File: src/cec_pkg.sv
// package: register map, field layout and constants of the comparator event control
package cec_pkg;
  // ==========================================
  // register byte offsets
  localparam logic [7:0] CTRL_OFS = 8'h00;
  localparam logic [7:0] IRQ_STAT_OFS = 8'h04;
  localparam logic [7:0] IRQ_MASK_OFS = 8'h08;
  localparam logic [7:0] CHAN_AVAIL_OFS = 8'h0C;
  // ==========================================
  // control register fields
  localparam int ON_BIT = 15;
  localparam int OE_BIT = 14;
  localparam int INV_BIT = 13;
  localparam int EVT_BIT = 9;
  localparam int OUT_BIT = 8;
  localparam int EDGE_HI = 7;
  localparam int EDGE_LO = 6;
  localparam int REF_BIT = 4;
  localparam int CH_HI = 1;
  localparam int CH_LO = 0;
  localparam logic [15:0] CTRL_RST = 16'h0000;
  localparam logic [15:0] CTRL_WMASK = 16'hE2D3;
  // ==========================================
  // edge selection codes
  typedef enum logic [1:0] {
    EDGE_OFF = 2'b00,
    EDGE_RISE = 2'b01,
    EDGE_FALL = 2'b10,
    EDGE_BOTH = 2'b11
  } cec_edge_t;
  // ==========================================
  // interrupt status bits and channel availability reset value
  localparam int IRQ_EVT = 0;
  localparam int IRQ_NOCH = 1;
  localparam int IRQ_W = 2;
  localparam logic [3:0] CHAN_AVAIL_RST = 4'hF;
endpackage

File: src/cec_sync.sv
// two-flop synchroniser for the asynchronous comparator result
module cec_sync
(
  // clock and reset
  input wire logic mclk,
  input wire logic rst,
  // raw level and result
  input wire logic asyncIn,
  output logic syncOut
);
  logic meta_q;
  logic sync_q;

  always_ff @(posedge mclk)
  begin
    if (rst)
    begin
      meta_q <= 1'b0;
      sync_q <= 1'b0;
    end
    else
    begin
      meta_q <= asyncIn;
      sync_q <= meta_q;
    end
  end

  assign syncOut = sync_q;
endmodule // cec_sync

File: src/cec_comparator_event_control.sv
// comparator event control: control register, event logic and APB slave
// Behaviour
// [RULE1] event flag sets on an output edge matching edge selection and polarity
// [RULE2] while event flag is set, further triggers and interrupts are suppressed (the IRQ_NOCH status bit still sets and can raise irq)
// [RULE3] non-inverted: status reads 1 when plus input exceeds minus input
// [RULE4] inverted: status reads 1 when plus input is below minus input
// [RULE5] edge select 10 falling only, 01 rising only, 00 disabled
// [RULE6] a selected but absent channel drives the minus input to ground
// [RULE7] with comparator off, no events, triggers or interrupts occur
module cec_comparator_event_control
(
  // clock and reset
  input wire logic mclk,
  input wire logic rst,
  // apb slave
  input wire logic psel,
  input wire logic penable,
  input wire logic pwrite,
  input wire logic [7:0] paddr,
  input wire logic [31:0] pwdata,
  output logic [31:0] prdata,
  output logic pready,
  output logic pslverr,
  // analogue comparator raw result (plus above minus) and input mux
  input wire logic cmpRaw,
  output logic [1:0] inputChannelSelect,
  output logic referenceSelect,
  output logic minusToGround,
  output logic comparatorOn,
  // output pin and events
  output logic comparatorOutputPin,
  output logic comparatorOutputPinOe,
  output logic trigger,
  output logic irq
);
  // ==========================================
  // state
  logic [15:0] ctrl_q;
  logic [cec_pkg::IRQ_W-1:0] stat_q;
  logic [cec_pkg::IRQ_W-1:0] mask_q;
  logic [3:0] avail_q;
  logic out_q;
  logic outPrev_q;
  logic trig_q;
  logic cmpSync;

  cec_sync u_sync
  (
    .mclk(mclk),
    .rst(rst),
    .asyncIn(cmpRaw),
    .syncOut(cmpSync)
  );

  // ==========================================
  // control decode
  wire enOn = ctrl_q[cec_pkg::ON_BIT];
  wire outInv = ctrl_q[cec_pkg::INV_BIT];
  wire eventFlag = ctrl_q[cec_pkg::EVT_BIT];
  wire [1:0] edgeSel = ctrl_q[cec_pkg::EDGE_HI:cec_pkg::EDGE_LO];
  wire [1:0] chanSel = ctrl_q[cec_pkg::CH_HI:cec_pkg::CH_LO];
  wire chanMissing = ~avail_q[chanSel];
  // polarity-adjusted comparator result
  wire adjOut = cmpSync ^ outInv; // RULE3 RULE4
  wire rise = adjOut & ~outPrev_q;
  wire fall = ~adjOut & outPrev_q;
  wire edgeHit = (edgeSel == cec_pkg::EDGE_RISE && rise) ||
    (edgeSel == cec_pkg::EDGE_FALL && fall) ||
    (edgeSel == cec_pkg::EDGE_BOTH && (rise || fall)); // RULE5
  wire evtFire = enOn && !eventFlag && edgeHit; // RULE1 RULE2 RULE7

  // ==========================================
  // apb decode
  wire acc = psel && penable;
  wire wr = acc && pwrite;
  wire hitCtrl = paddr == cec_pkg::CTRL_OFS;
  wire hitStat = paddr == cec_pkg::IRQ_STAT_OFS;
  wire hitMask = paddr == cec_pkg::IRQ_MASK_OFS;
  wire hitAvail = paddr == cec_pkg::CHAN_AVAIL_OFS;
  wire mapped = hitCtrl | hitStat | hitMask | hitAvail;
  wire wrCtrl = wr && hitCtrl;
  wire [15:0] ctrlW = (pwdata[15:0] & cec_pkg::CTRL_WMASK) | (ctrl_q & ~cec_pkg::CTRL_WMASK);
  wire [cec_pkg::IRQ_W-1:0] statSet = {enOn && chanMissing, evtFire};
  wire [cec_pkg::IRQ_W-1:0] statClr = (wr && hitStat) ? pwdata[cec_pkg::IRQ_W-1:0] : '0;

  assign pready = 1'b1;
  assign pslverr = acc && !mapped;

  // ==========================================
  // registers
  always_ff @(posedge mclk)
  begin
    if (rst)
    begin
      ctrl_q <= cec_pkg::CTRL_RST;
      stat_q <= '0;
      mask_q <= '0;
      avail_q <= cec_pkg::CHAN_AVAIL_RST;
      out_q <= 1'b0;
      outPrev_q <= 1'b0;
      trig_q <= 1'b0;
    end
    else
    begin
      if (wrCtrl)
        ctrl_q <= ctrlW;
      // event set wins over a software clear
      if (evtFire)
        ctrl_q[cec_pkg::EVT_BIT] <= 1'b1; // RULE1
      ctrl_q[cec_pkg::OUT_BIT] <= enOn ? adjOut : 1'b0;
      stat_q <= (stat_q & ~statClr) | statSet;
      if (wr && hitMask)
        mask_q <= pwdata[cec_pkg::IRQ_W-1:0];
      if (wr && hitAvail)
        avail_q <= pwdata[3:0];
      out_q <= enOn ? adjOut : 1'b0;
      outPrev_q <= adjOut;
      trig_q <= evtFire; // RULE2
    end
  end

  // ==========================================
  // outputs
  always_comb
  begin
    prdata = 32'h0000_0000;
    if (hitCtrl)
      prdata[15:0] = ctrl_q;
    else if (hitStat)
      prdata[cec_pkg::IRQ_W-1:0] = stat_q;
    else if (hitMask)
      prdata[cec_pkg::IRQ_W-1:0] = mask_q;
    else if (hitAvail)
      prdata[3:0] = avail_q;
  end

  assign inputChannelSelect = chanSel;
  assign referenceSelect = ctrl_q[cec_pkg::REF_BIT];
  assign minusToGround = chanMissing; // RULE6
  assign comparatorOn = enOn;
  assign comparatorOutputPin = out_q;
  assign comparatorOutputPinOe = enOn && ctrl_q[cec_pkg::OE_BIT];
  assign trigger = trig_q;
  assign irq = |(stat_q & mask_q);

  // ==========================================
  // assertions
  property p_evtSet;
    @(posedge mclk) disable iff (rst)
    evtFire |=> ctrl_q[cec_pkg::EVT_BIT] && trigger;
  endproperty
  a_evtSet: assert property (p_evtSet) else $error("event flag not set"); // RULE1

  property p_lockout;
    @(posedge mclk) disable iff (rst)
    ctrl_q[cec_pkg::EVT_BIT] && !(wrCtrl && !pwdata[cec_pkg::EVT_BIT]) |=> !trigger;
  endproperty
  a_lockout: assert property (p_lockout) else $error("trigger while flag set"); // RULE2

  property p_noninv;
    @(posedge mclk) disable iff (rst)
    enOn && !outInv && $stable(outInv) && $stable(enOn) |=> ctrl_q[cec_pkg::OUT_BIT] == $past(cmpSync);
  endproperty
  a_noninv: assert property (p_noninv) else $error("status wrong non-inverted"); // RULE3

  property p_inv;
    @(posedge mclk) disable iff (rst)
    enOn && outInv && $stable(outInv) && $stable(enOn) |=> ctrl_q[cec_pkg::OUT_BIT] == !$past(cmpSync);
  endproperty
  a_inv: assert property (p_inv) else $error("status wrong inverted"); // RULE4

  property p_edgeOff;
    @(posedge mclk) disable iff (rst)
    edgeSel == cec_pkg::EDGE_OFF |=> !trigger;
  endproperty
  a_edgeOff: assert property (p_edgeOff) else $error("trigger with edges off"); // RULE5

  property p_riseOnly;
    @(posedge mclk) disable iff (rst)
    edgeSel == cec_pkg::EDGE_RISE && fall |=> !trigger;
  endproperty
  a_riseOnly: assert property (p_riseOnly) else $error("trigger on wrong edge"); // RULE5

  property p_ground;
    @(posedge mclk) disable iff (rst)
    !avail_q[chanSel] |-> minusToGround;
  endproperty
  a_ground: assert property (p_ground) else $error("absent input not grounded"); // RULE6

  property p_off;
    @(posedge mclk) disable iff (rst)
    !enOn |=> !trigger;
  endproperty
  a_off: assert property (p_off) else $error("trigger while off"); // RULE7

  property p_trigPulse;
    @(posedge mclk) disable iff (rst)
    trigger |=> !trigger;
  endproperty
  a_trigPulse: assert property (p_trigPulse) else $error("trigger longer than one cycle"); // RULE2

  property p_pinOff;
    @(posedge mclk) disable iff (rst)
    !enOn |=> !comparatorOutputPin && !ctrl_q[cec_pkg::OUT_BIT];
  endproperty
  a_pinOff: assert property (p_pinOff) else $error("output active while off"); // RULE7

  property p_fallOnly;
    @(posedge mclk) disable iff (rst)
    edgeSel == cec_pkg::EDGE_FALL && rise |=> !trigger;
  endproperty
  a_fallOnly: assert property (p_fallOnly) else $error("trigger on rise in fall mode"); // RULE5

  c_lock: cover property (@(posedge mclk) disable iff (rst) eventFlag && edgeHit && enOn);
  c_ground: cover property (@(posedge mclk) disable iff (rst) minusToGround);

  c_event: cover property (@(posedge mclk) disable iff (rst) trigger);
  c_irq: cover property (@(posedge mclk) disable iff (rst) $rose(irq));
  c_fall: cover property (@(posedge mclk) disable iff (rst) edgeSel == cec_pkg::EDGE_FALL && trigger);
endmodule // cec_comparator_event_control

File: config.mk
export PLATFORM = sky130hd
export DESIGN_NAME = cec_comparator_event_control
export DESIGN_NICKNAME = d
export VERILOG_FILES = /design/src/cec_pkg.sv /design/src/cec_sync.sv /design/src/cec_comparator_event_control.sv
export SDC_FILE = /design/constraint.sdc
export NUM_CORES = 1
export LEC_CHECK = 0
export BUFFER_PORTS_ARGS = -buffer_cell sky130_fd_sc_hd__clkbuf_2
export CAP_MARGIN = 20
export CELL_PAD_IN_SITES_DETAIL_PLACEMENT = 0
export CELL_PAD_IN_SITES_GLOBAL_PLACEMENT = 2
export CORE_AREA = 2 2 77 79
export DETAILED_ROUTE_END_ITERATION = 8
export DIE_AREA = 0 0 79 81
export GPL_ROUTABILITY_DRIVEN = 0
export GPL_TIMING_DRIVEN = 0
export HOLD_SLACK_MARGIN = 0.05
export PLACE_DENSITY_LB_ADDON = 0.08
export SLEW_MARGIN = 20
export SYNTH_ARGS = -nofsm -noshare
export SYNTH_HDL_FRONTEND = slang
export SYNTH_SLANG_ARGS = --single-unit
File: constraint.sdc
create_clock -name mclk -period 3.8 [get_ports mclk]
set_input_delay 0.76 -clock mclk [delete_from_list [all_inputs] [get_ports mclk]]
set_output_delay 0.76 -clock mclk [all_outputs]
set_load 0.01 [all_outputs]
Word level (Yosys, flattened, before mapping) --
Index checks and enable logic that the tools add are counted. W data, S select, Z words.
Word-level totals: register bits 28, bits of input ports 46
Cells by class: order comparisons 1, muxes and demuxes 12, reduce and logical (&&, ||, !) cells 23, equal/unequal tests 6, bitwise gates (word level) 15
Operator list (number):
- $eq A8 B4 Y1 const B | 2
- $or A16 B13 Y16 | 1
- $logic_and A1 B1 Y1 | 14
- $mux W12 | 1
- $mux W10 | 1
- $mux W2 | 5
- $eq A8 B3 Y1 const B | 1
- $logic_not A8 Y1 | 1
- $mux W4 | 2
- $and A2 B2 Y2 | 2
- $eq A2 B2 Y1 const B | 2
- $not A1 Y1 | 4
- $reduce_or A2 Y1 | 2
- $logic_or A1 B1 Y1 | 3
- $lt A2 B3 Y1 const B | 1
- $or A1 B1 Y1 | 3
- $and A1 B1 Y1 | 2
- $bmux W1 S2 | 1
- $eq A2 B1 Y1 const B | 1
- $logic_not A1 Y1 | 2
- $mux W1 | 2
- $not A2 Y2 | 1
- $or A2 B2 Y2 | 1
- $reduce_bool A2 Y1 | 1
- $xor A1 B1 Y1 | 1

Depth between registers and ports, before layout --
depth in word-level cells 8, depth in mapped cells 7

By module --
A second synthesis with hierarchy kept.
Unflattened totals: cell total of the unflattened synthesis 137, area total of the unflattened synthesis 1285.0 um^2
Modules (own cells, without submodules):
- cec_comparator_event_control | cells an instance 133, area each 1232.4 um^2, times used 1
- cec_sync | cells an instance 4, area each 52.6 um^2, times used 1

Least setup slack after synthesis --
No wires, ideal clock.
path kind input-to-output, start point input paddr[5], end point output prdata[6], buffers on the path 0, required time 3.040 ns, stages on the path 4, setup slack 1.375 ns, data arrival time 1.665 ns, path through nor4_4 > nand2_1 > nor3_4 > and2_1
Between the ends: word-level cells in the longest chain between the ends 2
Ends and longest elaborated chain:
- start: declaration | line cec_comparator_event_control.sv:19 | input wire logic [7:0] paddr,
- $logic_not A8 Y1 | line cec_comparator_event_control.sv:76 | wire hitCtrl = paddr == cec_pkg::CTRL_OFS;
- $mux W12 | line cec_comparator_event_control.sv:127 | if (hitCtrl)
- end: declaration | line cec_comparator_event_control.sv:21 | output logic [31:0] prdata,
No other way between the ends.

Final worst setup path --
start point input paddr[5], end point output prdata[13]
The elaborated chain is that of the path after synthesis.

==> results_dict.tcl <==
set metrics [dict create \
    status "finished, final reports clean" \
    pwr-share-comb_pct 12.0 \
    clock_latency_ps 260 \
    synth_compound_area_share_pct 3.45 \
    dr.pass1.iters 4 \
    ctsLongestPathBuffers 2 \
    synth.distinct_cells 34 \
    wl_met1_mm 1.43 \
    grt_overflow 0 \
    synthAdderAreaFrac_pct 1.92 \
    io_pins 89 \
    cts_tree "yes" \
    htree_levels 1 \
    synth-simple-area-share_pct 26.9 \
    initial_core_util_pct 23.0 \
    via_per_inst 3.77 \
    hold_viol 0 \
    drv_slew 0 \
    yosys.area.top_type "dfxtp_1" \
    wl_met2_mm 1.36 \
    p_per_area_nw_per_um2 289 \
    yosysWarnings 0 \
    layout-drive-gt1-share_pct 45.1 \
    synth_xor_area_share_pct 0.670 \
    p_clk_share_pct 42.7 \
    worstSetupEndpointType "output port" \
    p_int_uw 402 \
    synth.area.mux_share_pct 17.0 \
    top_layer "met4" \
    grt_usage_pct 9.77 \
    wl_met3_um 259 \
    cp_data_required_time_ps 3040 \
    worst_slack_ps 904 \
    cts_made_buffers 3 \
    maxCapViolCount 0 \
    synth_top_area_share_pct 33.7 \
    pwr-share-seq_pct 45.3 \
    vias 1059 \
    ctsResizeCount 0 \
    dp_hpwl_mm 2.53 \
    coreArea_sq_um 5680 \
    grt_pass1_vias 985 \
    wire_per_inst_um 11.0 \
    fp-row-count 28 \
    fillers 629 \
    setup.worst_path.start_class "primary input" \
    drc 0 \
    regArea_sq_um 440 \
    grt_pass1_wl_mm 4.84 \
    tightest_slew_ps 517 \
    multi_input_area_sq_um 731 \
    pre_cts_slack_ps 888 \
    fp.dieW_um 79 \
    wl_mm 3.08 \
    path_class "in -> out" \
    critPathArrivalTime_ps 2140 \
    power_switching_uw 110 \
    grt_max_degree 14 \
    post_cts_buffers 0 \
    die_area_sq_um 6400 \
    fin_nets 255 \
    die-height_um 81 \
    area_delta_synth_final_pct 35.7 \
    clock-sinks 22 \
    ant_nets 0 \
    cts_hold_buf 0 \
    synth_top_family_by_area "simple AND/OR/NAND/NOR gates" \
    netlist_area_sq_um 1310 \
    fin_skew_ps 4.91 \
    clk_pin_slew_ps 80 \
    antenna_found_initial 0 \
    fmax_mhz 345 \
    power_leakage_nw 0.981 \
    synth_seq_cells 22 \
    maxSlewHeadroom_pct 65.5 \
    setup_viol 0 \
    vdd_ir_drop_max_mv 0.124 \
    final.setup.tns_ps 0 \
    yosysSeqAreaShare_pct 33.7 \
    rsz0062_at_grt "no" \
    timing.final.crit_share_pct 76.2 \
    root_buffer "clkbuf_8" \
    switching_share_pct 21.5 \
    period_needed_ps 2900 \
    synth_area_leaders "dfxtp_1 34%, buf_4 13%, mux2i_1 11%" \
    postSynthAreaPerCell_sq_um 9.53 \
    drt_iter0_drc 29 \
    holdCritPathClass "reg -> reg" \
    syn_inst 137 \
    n_antenna_cell 0 \
    portBuffers 46 \
    critPathMaxFanout 8 \
]
[power groups by stage]
stage                     Clock (mW)  Combinational (mW)  Sequential, mW
after floorplan                    0              0.0380           0.237
after global placement             0              0.0602           0.237
after detailed placement           0              0.0610           0.237
after CTS                      0.228              0.0612           0.232
after global routing           0.238              0.0682           0.232
final                          0.219              0.0616           0.232
[synth_stat cells, drive strengths merged]
| library cell | n |
|---|---|
| nor3 | 2 |
| and3 | 7 |
| inv | 4 |
| xnor2 | 1 |
| conb | 2 |
| mux2i | 15 |
| nand2 | 2 |
| buf | 24 |
| and4b | 1 |
| nand3b | 1 |
| nor4 | 1 |
| ha | 2 |
| a211o | 1 |
| nor2 | 21 |
| o211ai | 1 |
| and4 | 1 |
| nand3 | 4 |
| dfxtp | 22 |
| nand2b | 2 |
| nor2b | 3 |
| and2 | 10 |
| o21ai | 4 |
| clkbuf | 2 |
| a22o | 1 |
| mux4 | 3 |
[per-stage QoR]
stage | hold WS [ps] | cells | power [mW] | area (sq um) | util (%)
2_1_floorplan | 414 | 156 | 0.275 | 1380 | -
3_3_place_gp | 422 | 277 | 0.298 | 1700 | 30.0
3_5_place_dp | 429 | 277 | 0.298 | 1700 | 30.0
4_1_cts | 452 | 281 | 0.521 | 1770 | 31.2
5_1_grt | 460 | 281 | 0.538 | 1770 | 31.2
6_report | 445 | 281 | 0.513 | 1770 | 31.2
[critical path, stage by stage]
cell,delay [ps]
clkbuf_2,100
nor4_4,440
nand2_1,210
nor3_4,300
and2_2,200
clkbuf_2,130
[logic make-up (layout without fill, tap and decap cells)]
kind of cell             count (synthesis)  count (layout)
buffers and inverters                   30              80
flip-flops                              22              22
AND/OR/NAND/NOR                         55              55
adder cells (fa/ha/maj)                  2               2
other                                    2              21
AO/OA/AOI/OAI                            7               7
XOR/XNOR                                 1               1
multiplexers                            18              18
[metal layers]
layer	track usage (%)	up-vias
met5	0	-
met4	4.14	0
met3	2.22	2
met2	15.2	41
met1	13.1	458
li1	-	558
[cell type report]
class	count	area share, %
multi-input combinational	104	41.2
sequential	22	24.8
timing repair buffer	46	13.0
buffer	26	10.8
tap	75	5.29
clock buffer	3	2.33
clock inverter	1	1.69
inverter	4	0.847
[registers in the layout, summed over array words and instances (netlist names)]
register,count
u_sync.syncOut,1
ctrl_q,9
stat_q,2
mask_q,2
comparatorOutputPin,1
avail_q,4
trigger,1
u_sync.meta_q,1
outPrev_q,1
[layout by cell type (no fill, tap or decap), types with 2 or more instances in the layout]
| master | Yosys | final |
|---|---|---|
| nor2_1 | 21 | 21 |
| clkbuf_2 | 0 | 46 |
| nand2b_1 | 2 | 2 |
| mux4_2 | 2 | 2 |
| mux2i_1 | 15 | 15 |
| inv_1 | 4 | 4 |
| nand2_1 | 2 | 2 |
| and3_1 | 3 | 3 |
| conb_1 | 2 | 21 |
| clkbuf_1 | 2 | 2 |
| o21ai_0 | 3 | 3 |
| ha_1 | 2 | 2 |
| dfxtp_1 | 22 | 22 |
| buf_4 | 23 | 23 |
| and2_1 | 2 | 2 |
| clkbuf_8 | 0 | 3 |
| and2_2 | 7 | 7 |
| nor2b_1 | 3 | 3 |
| nand3_1 | 2 | 2 |
| and3_2 | 4 | 4 |
[path summary, 6_finish.rpt]
check        slack [ps]          start  cells after the start              to
min reg2reg         450  u_sync.meta_q                      1  u_sync.syncOut
min                 450  u_sync.meta_q                      1  u_sync.syncOut
max reg2reg        2210     ctrl_q[13]                      7       stat_q[0]
max                 900       paddr[5]                      6      prdata[13]
Note: power is estimated with default switching activity, not from simulation.
